===== config.mk =====
export PLATFORM = sky130hd
export DESIGN_NAME = dlac_regs
export DESIGN_NICKNAME = d
export VERILOG_FILES = /design/src/rtl/dlac_regs.v /design/src/rtl/dlac_link_monitor.v
export VERILOG_INCLUDE_DIRS = /design/src /design/src/rtl
export SDC_FILE = /design/constraint.sdc
export NUM_CORES = 1
export LEC_CHECK = 0
export BUFFER_PORTS_ARGS = -buffer_cell sky130_fd_sc_hd__buf_2
export CORE_MARGIN = 5
export CORE_UTILIZATION = 45
export DETAILED_ROUTE_END_ITERATION = 12
export GPL_TIMING_DRIVEN = 1
export PLACE_DENSITY = 0.76
export SLEW_MARGIN = 10
export SYNTH_ARGS = -nofsm -noshare
export SYNTH_HDL_FRONTEND = slang
export SYNTH_SLANG_ARGS = --single-unit
export TNS_END_PERCENT = 50

===== constraint.sdc =====
create_clock -name sys_clk -period 3.1 [get_ports sys_clk]
set_clock_uncertainty 0.2 [all_clocks]
set_input_delay 0.62 -clock sys_clk [delete_from_list [all_inputs] [get_ports sys_clk]]
set_output_delay 0.62 -clock sys_clk [all_outputs]
set_load 0.02 [all_outputs]

===== src/rtl/dlac_consts.vh =====
// dlac_consts.vh: offsets, field positions, reset values and
// encodings for the link, audio clock and equalizer control slice.
// assumes it is included by its bare name in every dlac design file.
`ifndef DLAC_CONSTS_VH
`define DLAC_CONSTS_VH

// ----------------------------------------------------------------
// register offsets (byte addresses on the control register port)
// ----------------------------------------------------------------
`define DLAC_ADDR_AUDIO_DIV   8'h3A
`define DLAC_ADDR_EQUALIZER_SETTING_READBACK   8'h3B
`define DLAC_ADDR_LINK_FAULT  8'h41
`define DLAC_ADDR_CC_SPEED    8'h43
`define DLAC_ADDR_EQ_MANUAL   8'h44

// ----------------------------------------------------------------
// reset values and unmapped read value
// ----------------------------------------------------------------
`define DLAC_RST_AUDIO_DIV    8'h00
`define DLAC_RST_LINK_FAULT   8'h03
`define DLAC_RST_CC_SPEED     8'h00
`define DLAC_RST_EQ_MANUAL    8'h60
`define DLAC_RD_UNMAPPED      8'h00

// ----------------------------------------------------------------
// field positions
// ----------------------------------------------------------------
`define DLAC_AD_OUT_OVR       7
`define DLAC_AD_OUT_SEL_HI    6
`define DLAC_AD_OUT_SEL_LO    4
`define DLAC_AD_RSVD_RO       3
`define DLAC_AD_IN_OVR        2
`define DLAC_AD_IN_SEL_HI     1
`define DLAC_AD_IN_SEL_LO     0
`define DLAC_LF_CNT_EN        4
`define DLAC_LF_THR_HI        3
`define DLAC_LF_THR_LO        0
`define DLAC_CC_MISO_MODE     4
`define DLAC_CC_CPOL          3
`define DLAC_CC_MODE_HI       2
`define DLAC_CC_MODE_LO       0
`define DLAC_EQ_UPPER_HI      7
`define DLAC_EQ_UPPER_LO      5
`define DLAC_EQ_LOWER_HI      3
`define DLAC_EQ_LOWER_LO      1
`define DLAC_EQ_BYPASS        0

// ----------------------------------------------------------------
// control channel speed modes
// ----------------------------------------------------------------
`define DLAC_CCM_GPIO         3'h0
`define DLAC_CCM_HS_GPIO1     3'h1
`define DLAC_CCM_HS_GPIO2     3'h2
`define DLAC_CCM_HS_GPIO4     3'h3
`define DLAC_CCM_FWD_SPI      3'h4
`define DLAC_CCM_HS_FWD_SPI   3'h5
`define DLAC_CCM_HS_REV_SPI   3'h7

// ----------------------------------------------------------------
// spi shifter
// ----------------------------------------------------------------
`define DLAC_SPI_BITS         4'h8

`endif


===== src/rtl/dlac_regs.v =====
// dlac_regs: control register slice for audio clock dividers, link
// error counting, control channel mode with reverse spi, and equalizer.
// assumes a control bus slave in front presents byte-wide register
// accesses on sys_clk, and that spi pins arrive asynchronously.
`include "dlac_consts.vh"
module dlac_regs
(
   input  wire       sys_clk,
   input  wire       sys_rst,
   input  wire [7:0] reg_addr,
   input  wire [7:0] reg_wdata,
   input  wire       reg_wr,
   input  wire       reg_rd,
   output reg  [7:0] reg_rdata_q,
   output reg        reg_rvalid_q,
   input  wire [2:0] pll_state_machine_out_sel,
   input  wire [1:0] pll_state_machine_in_sel,
   output reg  [2:0] mclk_div_log2_q,
   output reg  [1:0] vco_in_div_log2_q,
   input  wire       link_acquired,
   input  wire       err_clk0,
   input  wire       err_clk1,
   input  wire       link_data_channel_err,
   output wire       link_lock,
   output wire       lock_drop,
   input  wire [5:0] adapt_eq_value,
   output reg  [5:0] eq_setting_q,
   output reg        eq_adapt_en_q,
   output reg        cc_gpio_normal_q,
   output reg  [2:0] cc_hs_gpio_count_q,
   output reg        cc_fwd_spi_q,
   output reg        cc_hs_fwd_spi_q,
   output reg        cc_hs_rev_spi_q,
   input  wire       spi_sclk,
   input  wire       spi_ss_n,
   input  wire       spi_mosi,
   output reg        spi_miso_o_q,
   output wire       spi_miso_oe,
   input  wire [7:0] rev_tx_data,
   output reg  [7:0] rev_rx_data_q,
   output reg        rev_rx_valid_q
);
   // ----------------------------------------------------------------
   // register storage
   // ----------------------------------------------------------------
   reg  [7:0] audio_clock_divider_select_q;
   reg  [7:0] link_fault_count_ctl_q;
   reg  [7:0] control_channel_speed_ctl_q;
   reg  [7:0] equalizer_manual_setting_q;
   wire       audio_out_divider_override =
              audio_clock_divider_select_q[`DLAC_AD_OUT_OVR];
   wire [2:0] vco_output_divide_select =
              audio_clock_divider_select_q[`DLAC_AD_OUT_SEL_HI:
                                           `DLAC_AD_OUT_SEL_LO];
   wire       vco_input_divide_override =
              audio_clock_divider_select_q[`DLAC_AD_IN_OVR];
   wire [1:0] vco_input_divide_select =
              audio_clock_divider_select_q[`DLAC_AD_IN_SEL_HI:
                                           `DLAC_AD_IN_SEL_LO];
   wire       count_en  = link_fault_count_ctl_q[`DLAC_LF_CNT_EN];
   wire [3:0] threshold =
              link_fault_count_ctl_q[`DLAC_LF_THR_HI:`DLAC_LF_THR_LO];
   wire       miso_mode = control_channel_speed_ctl_q[`DLAC_CC_MISO_MODE];
   wire       serial_clock_polarity =
              control_channel_speed_ctl_q[`DLAC_CC_CPOL];
   wire [2:0] control_channel_speed_mode =
              control_channel_speed_ctl_q[`DLAC_CC_MODE_HI:
                                          `DLAC_CC_MODE_LO];
   wire [2:0] equalizer_upper_manual =
              equalizer_manual_setting_q[`DLAC_EQ_UPPER_HI:
                                         `DLAC_EQ_UPPER_LO];
   wire [2:0] equalizer_lower_manual =
              equalizer_manual_setting_q[`DLAC_EQ_LOWER_HI:
                                         `DLAC_EQ_LOWER_LO];
   wire       equalizer_adapt_disable =
              equalizer_manual_setting_q[`DLAC_EQ_BYPASS];
   // ----------------------------------------------------------------
   // register writes
   // ----------------------------------------------------------------
   // reserved read/write bits are stored so software sees what it wrote
   always @(posedge sys_clk)
   begin
      if (sys_rst)
      begin
         audio_clock_divider_select_q <= `DLAC_RST_AUDIO_DIV;
         link_fault_count_ctl_q       <= `DLAC_RST_LINK_FAULT;
         control_channel_speed_ctl_q  <= `DLAC_RST_CC_SPEED;
         equalizer_manual_setting_q   <= `DLAC_RST_EQ_MANUAL;
      end
      else if (reg_wr)
      begin
         case (reg_addr)
            `DLAC_ADDR_AUDIO_DIV:
            begin
               audio_clock_divider_select_q <= reg_wdata;
               // read-only reserved bit never takes a write
               audio_clock_divider_select_q[`DLAC_AD_RSVD_RO] <= 1'b0;
            end
            `DLAC_ADDR_LINK_FAULT: link_fault_count_ctl_q      <= reg_wdata;
            `DLAC_ADDR_CC_SPEED:   control_channel_speed_ctl_q <= reg_wdata;
            `DLAC_ADDR_EQ_MANUAL:  equalizer_manual_setting_q  <= reg_wdata;
            default: ; // status and unmapped offsets ignore writes
         endcase
      end
   end
   // ----------------------------------------------------------------
   // register reads
   // ----------------------------------------------------------------
   // read data is registered: answer one cycle after the strobe
   always @(posedge sys_clk)
   begin
      if (sys_rst)
      begin
         reg_rdata_q  <= 8'h00;
         reg_rvalid_q <= 1'b0;
      end
      else
      begin
         reg_rvalid_q <= reg_rd;
         if (reg_rd)
            case (reg_addr)
               `DLAC_ADDR_AUDIO_DIV:
                  reg_rdata_q <= audio_clock_divider_select_q;
               `DLAC_ADDR_EQUALIZER_SETTING_READBACK:
                  reg_rdata_q <= {2'h0, eq_setting_q};
               `DLAC_ADDR_LINK_FAULT: reg_rdata_q <= link_fault_count_ctl_q;
               `DLAC_ADDR_CC_SPEED:
                  reg_rdata_q <= control_channel_speed_ctl_q;
               `DLAC_ADDR_EQ_MANUAL:
                  reg_rdata_q <= equalizer_manual_setting_q;
               default:               reg_rdata_q <= `DLAC_RD_UNMAPPED;
            endcase
      end
   end
   // ----------------------------------------------------------------
   // audio clock divider chain
   // ----------------------------------------------------------------
   wire [2:0] out_sel = audio_out_divider_override ?
                        vco_output_divide_select :
                        pll_state_machine_out_sel;
   wire [1:0] in_sel  = vco_input_divide_override ?
                        vco_input_divide_select :
                        pll_state_machine_in_sel;
   reg  [2:0] out_log2_d;
   // outputs are log2 of the divide ratio: 5 means divide by 32
   always @*
   begin
      case (out_sel)
         3'h0:    out_log2_d = 3'h5;
         3'h1:    out_log2_d = 3'h4;
         3'h2:    out_log2_d = 3'h3;
         3'h3:    out_log2_d = 3'h2;
         3'h4, 3'h5: out_log2_d = 3'h1;
         default: out_log2_d = 3'h0;
      endcase
   end
   always @(posedge sys_clk)
   begin
      if (sys_rst)
      begin
         mclk_div_log2_q   <= 3'h5;
         vco_in_div_log2_q <= 2'h0;
      end
      else
      begin
         mclk_div_log2_q   <= out_log2_d;
         vco_in_div_log2_q <= in_sel;           // code n divides by 2^n
      end
   end
   // ----------------------------------------------------------------
   // equalizer setting
   // ----------------------------------------------------------------
   always @(posedge sys_clk)
   begin
      if (sys_rst)
      begin
         eq_setting_q  <= 6'h00;
         eq_adapt_en_q <= 1'b0;
      end
      else
      begin
         eq_adapt_en_q <= ~equalizer_adapt_disable;
         if (equalizer_adapt_disable)
            eq_setting_q <= {equalizer_upper_manual,
                             equalizer_lower_manual};
         else
            eq_setting_q <= adapt_eq_value;
      end
   end
   // ----------------------------------------------------------------
   // link error monitor
   // ----------------------------------------------------------------
   dlac_link_monitor u_mon
   (
      .sys_clk               (sys_clk),
      .sys_rst               (sys_rst),
      .link_acquired         (link_acquired),
      .err_clk0              (err_clk0),
      .err_clk1              (err_clk1),
      .link_data_channel_err (link_data_channel_err),
      .count_en              (count_en),
      .threshold             (threshold),
      .link_lock_q           (link_lock),
      .err_count_q           (),
      .lock_drop_q           (lock_drop)
   );
   // ----------------------------------------------------------------
   // control channel mode decode
   // ----------------------------------------------------------------
   // code 110 is undefined and leaves every mode flag low
   always @(posedge sys_clk)
   begin
      if (sys_rst)
      begin
         cc_gpio_normal_q   <= 1'b1;
         cc_hs_gpio_count_q <= 3'h0;
         cc_fwd_spi_q       <= 1'b0;
         cc_hs_fwd_spi_q    <= 1'b0;
         cc_hs_rev_spi_q    <= 1'b0;
      end
      else
      begin
         cc_gpio_normal_q <= (control_channel_speed_mode == `DLAC_CCM_GPIO);
         case (control_channel_speed_mode)
            `DLAC_CCM_HS_GPIO1: cc_hs_gpio_count_q <= 3'h1;
            `DLAC_CCM_HS_GPIO2: cc_hs_gpio_count_q <= 3'h2;
            `DLAC_CCM_HS_GPIO4: cc_hs_gpio_count_q <= 3'h4;
            default:            cc_hs_gpio_count_q <= 3'h0;
         endcase
         cc_fwd_spi_q    <= (control_channel_speed_mode == `DLAC_CCM_FWD_SPI);
         cc_hs_fwd_spi_q <=
            (control_channel_speed_mode == `DLAC_CCM_HS_FWD_SPI);
         cc_hs_rev_spi_q <=
            (control_channel_speed_mode == `DLAC_CCM_HS_REV_SPI);
      end
   end
   // ----------------------------------------------------------------
   // reverse spi slave pins
   // ----------------------------------------------------------------
   reg  [2:0] sync1_q;
   reg  [2:0] sync2_q;
   reg        sclk_prev_q;
   reg        ss_n_prev_q;
   reg  [7:0] rx_sh_q;
   reg  [7:0] tx_sh_q;
   reg  [3:0] bit_cnt_q;
   wire       sclk_s = sync2_q[2];
   wire       ss_n_s = sync2_q[1];
   wire       mosi_s = sync2_q[0];
   wire       rise   = sclk_s & ~sclk_prev_q;
   wire       fall   = ~sclk_s & sclk_prev_q;
   wire       cap_e  = serial_clock_polarity ? fall : rise;
   wire       lau_e  = serial_clock_polarity ? rise : fall;
   wire       sel    = ~ss_n_s;
   wire       rev_on = cc_hs_rev_spi_q;
   // pins are asynchronous, so two flops before any logic looks
   always @(posedge sys_clk)
   begin
      if (sys_rst)
      begin
         sync1_q <= 3'h2;
         sync2_q <= 3'h2;
      end
      else
      begin
         sync1_q <= {spi_sclk, spi_ss_n, spi_mosi};
         sync2_q <= sync1_q;
      end
   end
   // bused setups need miso released while another slave is selected
   assign spi_miso_oe = rev_on & (~miso_mode | sel);
   // sclk is sampled at sys_clk, which limits spi rate to well below
   // a quarter of sys_clk; that is ample for the control channel
   always @(posedge sys_clk)
   begin
      if (sys_rst)
      begin
         sclk_prev_q    <= 1'b0;
         ss_n_prev_q    <= 1'b1;
         rx_sh_q        <= 8'h00;
         tx_sh_q        <= 8'h00;
         bit_cnt_q      <= 4'h0;
         spi_miso_o_q   <= 1'b0;
         rev_rx_data_q  <= 8'h00;
         rev_rx_valid_q <= 1'b0;
      end
      else
      begin
         sclk_prev_q    <= sclk_s;
         ss_n_prev_q    <= ss_n_s;
         rev_rx_valid_q <= 1'b0;
         if (~rev_on | ~sel)
            bit_cnt_q <= 4'h0;
         else if (ss_n_prev_q | (bit_cnt_q == `DLAC_SPI_BITS))
         begin
            // new byte: first bit goes out before the first capture
            spi_miso_o_q <= rev_tx_data[7];
            tx_sh_q      <= {rev_tx_data[6:0], 1'b0};
            bit_cnt_q    <= 4'h0;
         end
         else
         begin
            if (cap_e)
            begin
               rx_sh_q   <= {rx_sh_q[6:0], mosi_s};
               bit_cnt_q <= bit_cnt_q + 4'h1;
               if (bit_cnt_q == `DLAC_SPI_BITS - 4'h1)
               begin
                  rev_rx_data_q  <= {rx_sh_q[6:0], mosi_s};
                  rev_rx_valid_q <= 1'b1;
               end
            end
            if (lau_e & (bit_cnt_q != 4'h0))
            begin
               spi_miso_o_q <= tx_sh_q[7];
               tx_sh_q      <= {tx_sh_q[6:0], 1'b0};
            end
         end
      end
   end
endmodule // dlac_regs


===== src/rtl/dlac_link_monitor.v =====
// dlac_link_monitor: link error counting and lock drop decision.
// assumes sys_clk is the pixel clock and that the error strobes are
// one-cycle pulses from recovery logic on that same clock.
`include "dlac_consts.vh"

module dlac_link_monitor
(
   input  wire       sys_clk,
   input  wire       sys_rst,
   input  wire       link_acquired,
   input  wire       err_clk0,
   input  wire       err_clk1,
   input  wire       link_data_channel_err,
   input  wire       count_en,
   input  wire [3:0] threshold,
   output reg        link_lock_q,
   output reg  [3:0] err_count_q,
   output reg        lock_drop_q
);

   // ----------------------------------------------------------------
   // error merge and counting
   // ----------------------------------------------------------------
   // any of the three monitored channels counts as one error per cycle
   wire       err_any   = err_clk0 | err_clk1 | link_data_channel_err;
   wire [3:0] cnt_inc   = (err_count_q == 4'hF) ? 4'hF
                          : err_count_q + 4'h1;
   // threshold of zero is reached by the very first error
   wire       thr_hit   = (cnt_inc >= threshold);
   wire       drop_now  = link_lock_q & err_any &
                          (~count_en | thr_hit);
   reg        lost_q;

   // lock stays lost until the receiver itself falls out of lock, so a
   // noisy link cannot chatter in and out of the locked state
   always @(posedge sys_clk)
   begin
      if (sys_rst | ~link_acquired)
      begin
         lost_q      <= 1'b0;
         link_lock_q <= 1'b0;
         err_count_q <= 4'h0;
         lock_drop_q <= 1'b0;
      end
      else
      begin
         lock_drop_q <= drop_now;
         if (drop_now)
         begin
            lost_q      <= 1'b1;
            link_lock_q <= 1'b0;
         end
         else
         begin
            link_lock_q <= ~lost_q;
         end
         if (count_en & err_any & link_lock_q)
         begin
            err_count_q <= cnt_inc;
         end
      end
   end

endmodule // dlac_link_monitor


After elaboration in Yosys (flattened, before gate mapping):

Cells that the tools add are included.

* register bits after elaboration: 103

* $add $sub $neg: 2
* order comparisons: 1
* eq/ne operators: 19
* mux-type cells: 14
* bitwise gates (word level): 27
* reductions and logical operators: 15

Operators by type and width (number)
* 8-bit case mux with 5 select lines: 1
* 8-bit by 7-bit equality test with 1-bit output (second input constant): 3
* 8-bit by 6-bit equality test with 1-bit output (second input constant): 2
* 8-bit two-way mux: 2
* 3-bit equality test (second input constant): 5
* 3-bit case mux with 5 select lines: 1
* 3-bit by 2-bit equality test with 1-bit output (second input constant): 4
* 1-bit NOT: 12
* 2-bit AND reduction: 5
* 3-bit case mux with 3 select lines: 1
* 4-bit by 1-bit adder with 4-bit output (second input constant): 2
* 1-bit bitwise AND: 8
* 4-bit equality test (second input constant): 2
* 1-bit bitwise OR: 7
* 3-bit by 1-bit equality test with 1-bit output (second input constant): 2
* 3-bit zero test: 2
* 6-bit two-way mux: 1
* 1-bit two-way mux: 5
* 4-bit by 3-bit equality test with 1-bit output (second input constant): 1
* 4-bit greater-or-equal comparator: 1
* 4-bit two-way mux: 1
* 4-bit AND reduction: 1
* 4-bit nonzero test: 1
* 2-bit OR reduction: 2
* other kinds (6): 6

Logic depth before layout (Yosys ltp):

* depth in word-level cells: 6
* gate-level depth with buffers: 9

Cells and area by module:

A second synthesis with hierarchy kept.

* cells, all modules: 478
* area, all modules: 4549.4 um^2

Modules (own cells, without submodules)
* dlac_regs: instances 1, cells an instance 429, area each 4101.4 um^2, seq. area each 1901.8 um^2
* dlac_link_monitor: instances 1, cells an instance 49, area each 447.9 um^2, seq. area each 140.1 um^2

Worst setup path after synthesis:

Ideal clock, no wire load.

* path type: input -> register
* from: in reg_addr[6]
* to: reg audio_clock_divider_select_q[7]
* setup time: 128 ps
* arrival: 2078 ps
* required time: 2772 ps
* path slack: 695 ps
* stages: 7
* cells stage by stage: nand4b_1 > or4b_1 > clkbuf_2 > or3b_1 > buf_6 > mux2i_1 > nor2_1

* word-level cells in the longest chain between the ends: 2

RTL lines
* start: declaration: RTL line dlac_regs.v:10 `input wire [7:0] reg_addr,`
* 8-bit by 6-bit equality test with 1-bit output: RTL line dlac_regs.v:92 `case (reg_addr)`
* 2-bit AND reduction (no line)
* end signal: assignment: RTL line dlac_regs.v:85 `` audio_clock_divider_select_q <= `DLAC_RST_AUDIO_DIV; ``
* end signal: assignment: RTL line dlac_regs.v:95 `audio_clock_divider_select_q <= reg_wdata;`
* end: declaration: RTL line dlac_regs.v:46 `reg [7:0] audio_clock_divider_select_q;`

No other way between the ends.
A chain may end at the register's enable or synchronous reset.

Worst setup path after layout:

* from: in reg_addr[1]
* to: reg audio_clock_divider_select_q[2]

Same word-level chain as after synthesis.

==> metrics.yaml <==
global_routing:
  grt_max_degree: 38
  antenna_found_initial: 0
  grt_overflow: 0
  grt_first_pass_wirelength_um: 15600
  track_usage: 0.170
  grt_pass1_vias: 3283
synth:
  synth_cell_types: 48
  async_flop_share: 0
  synthXorXnorAreaFrac: 0.00626
  syn-num-nets: 496
  ys.flop_type: "dfxtp_1"
  synth-edff-count: 0
  syn_avg_cell_area_um2: 9.47
  post-synth-top-area-cell: "dfxtp_1"
  synthAdderAreaFrac: 0.0209
  synth_seq_cells: 102
  yosysWarnings: 0
  syn_area_um2: 4200
  synth_area_leaders: "dfxtp_1 49%, mux2i_1 16%, nor2_1 7.8%"
  yosysMostFrequentCell: "dfxtp_1"
  netlist_top_cells_count: "102 x dfxtp_1, 87 x nor2_1, 66 x mux2i_1, 16 x a21oi_1, 16 x clkbuf_1"
  synth_compound_area_frac: 0.0903
  synthMuxAreaShare: 0.157
  syn_inst: 443
  synth_top_area_frac: 0.487
  yosysSeqAreaShare: 0.487
  synth_top_family_by_area: "simple AND/OR/NAND/NOR gates"
  synthSimpleGateAreaFrac: 0.203
sta:
  worstMarginPinSlew_ns: 0.985
  setup_violations: 0
  drv_slew: 0
  finalCritPeriodShare: 0.785
  finalHoldViolations: 0
  relSlewSlack: 0.343
  fmax_mhz: 411
  fin_crit_ns: 2.43
  tns_ns: 0
  rsz0062_at_grt: "false"
  whs_ns: 0.217
power:
  power_leakage_nw: 2.18
  p_per_area_nw_per_um2: 487
  vdd_drop_max_mv: 0.230
clocking:
  path_clk_slew_ns: 0.09
  cts_setup_buffers: 0
  cts_root_buf: "clkbuf_8"
  htreeDepth: 3
  cts.hold.buffers_added: 0
  cts_resized: 0
  cts_buffers: 9
  clkSinkCount: 102
  clk_latency_ns: 0.35
  cts_tree: "done"
  clockBufferDepth: 2
worst_setup_path:
  crit_required_ns: 3.14
  end_kind: "flop"
  critPathKind: "in2reg"
  cp-start-kind: "input port"
  rr_startpoint: "bit_cnt_q[0]"
  cp-startpoint: "reg_addr[1]"
  cp_max_fo: 15
  cp.arrival_ns: 2.47
floorplanning:
  core_um2: 9150
  start_util: 0.459
  die_h_um: 107
  num_rows: 35
  fp.dieW_um: 107
  io_pins: 87
  dieArea_um2: 11400
job:
  maxCapViolCount: 0
route:
  dr.pass1.iters: 5
  vias_per_cell: 5.24
  drtAntennaViolNets: 0
  routed_wl_um: 9380
  drc: 0
  initialDrtViolationCount: 119
  drt-wirelength-per-cell_um: 14.7
  vias: 3333
place:
  dpl.hpwl_um: 6940
  placedCellCount: 620
  port_buffers: 86
  gp_congestion: 0.830
  placed_area_um2: 4700
cells_and_area:
  nNetsFinal: 573
  drive_gt1_frac: 0.217
  nFillCells: 838
  fin_area_um2: 4920
  area_growth_pct: 17.1
  antenna_cells: 0
  instances_no_fill: 636
outcome:
  status: "finished, final reports clean"
hold_path:
  min_from: "sync1_q[1]"
  min_path_type: "reg2reg"
[logic make-up after synthesis]
| family | Yosys count |
|---|---|
| AO/OA/AOI/OAI | 59 |
| AND/OR/NAND/NOR | 170 |
| adder cells (fa/ha/maj) | 7 |
| buffers and inverters | 36 |
| multiplexers | 66 |
| XOR/XNOR | 3 |
| flip-flops | 102 |
[cell usage in the layout, fill, tap and decap left out, types with 3 or more instances in the layout]
cell type / n
dfxtp_1: 102
nor2_1: 87
buf_2: 86
mux2i_1: 66
a21oi_1: 16
nor3_1: 14
nor2b_1: 13
nand2_1: 13
o21ai_0: 13
inv_1: 10
a211oi_1: 10
clkbuf_8: 10
nand2b_1: 9
ha_1: 7
a22oi_1: 6
buf_4: 6
nand3b_1: 5
nand3_1: 4
or2_2: 4
a211o_1: 4
clkbuf_1: 3
[state kept, by name (all words and copies together) (netlist names), 2 cells and up]
name and cells:
vco_in_div_log2_q 2, equalizer_manual_setting_q 8, sync1_q 3, sync2_q 3, control_channel_speed_ctl_q 8, audio_clock_divider_select_q 7, u_mon.err_count_q 4, tx_sh_q 7
reg_rdata_q 8, rx_sh_q 7, cc_hs_gpio_count_q 3, rev_rx_data_q 8, eq_setting_q 6, mclk_div_log2_q 3, link_fault_count_ctl_q 8, bit_cnt_q 4
[power by group]
group          leakage [nW]  internal (W)  switching (W)
clock                 0.104      0.000479       0.000422
sequential            0.828       0.00133     0.00000969
combinational          1.25     0.0000617      0.0000952
[cell type report]
type / instances / area, µm² / share of cell area
clock buffers: 13 / 149 / 0.0303
clock inverters: 3 / 67.6 / 0.0137
inverters: 10 / 37.5 / 0.00764
multi-input cells: 305 / 2010 / 0.408
flip-flops and latches: 102 / 2040 / 0.415
well taps: 111 / 139 / 0.0283
repair buffers: 92 / 475 / 0.0967
[layer usage]
metal | up-vias | track usage | wire [µm]
met4 | 0 | 0.0676 | 189
li1 | 1691 | - | -
met1 | 1548 | 0.221 | 4340
met3 | 12 | 0.0349 | 402
met2 | 82 | 0.276 | 4440
met5 | - | 0 | 0
[worst max-delay path: stages]
cell      delay (ns)
buf_2           0.22
nand4b_1        0.14
or4b_1          0.62
or3b_1          0.61
mux2i_1         0.21
nor2_1          0.05
[metrics by stage]
step / total power (W) / utilization / setup WS (ns)
3_5_place_dp: 0.00153 / 0.513 / 0.316
6_report: 0.00240 / 0.537 / 0.666
2_1_floorplan: 0.00145 / - / 0.695
5_1_grt: 0.00250 / 0.537 / 0.348
3_3_place_gp: 0.00152 / 0.513 / 0.402
4_1_cts: 0.00243 / 0.537 / 0.680
[path summary, 6_finish.rpt]
| check | end | slack (ns) | cells after the start |
|---|---|---|---|
| worst max register to register | spi_miso_o_q | 0.72 | 8 |
| worst max-delay path | audio_clock_divider_select_q[2] | 0.67 | 6 |
| worst min-delay path | sync2_q[1] | 0.22 | 1 |
| worst min register to register | sync2_q[1] | 0.22 | 1 |
(Power assumes the default switching activity.)
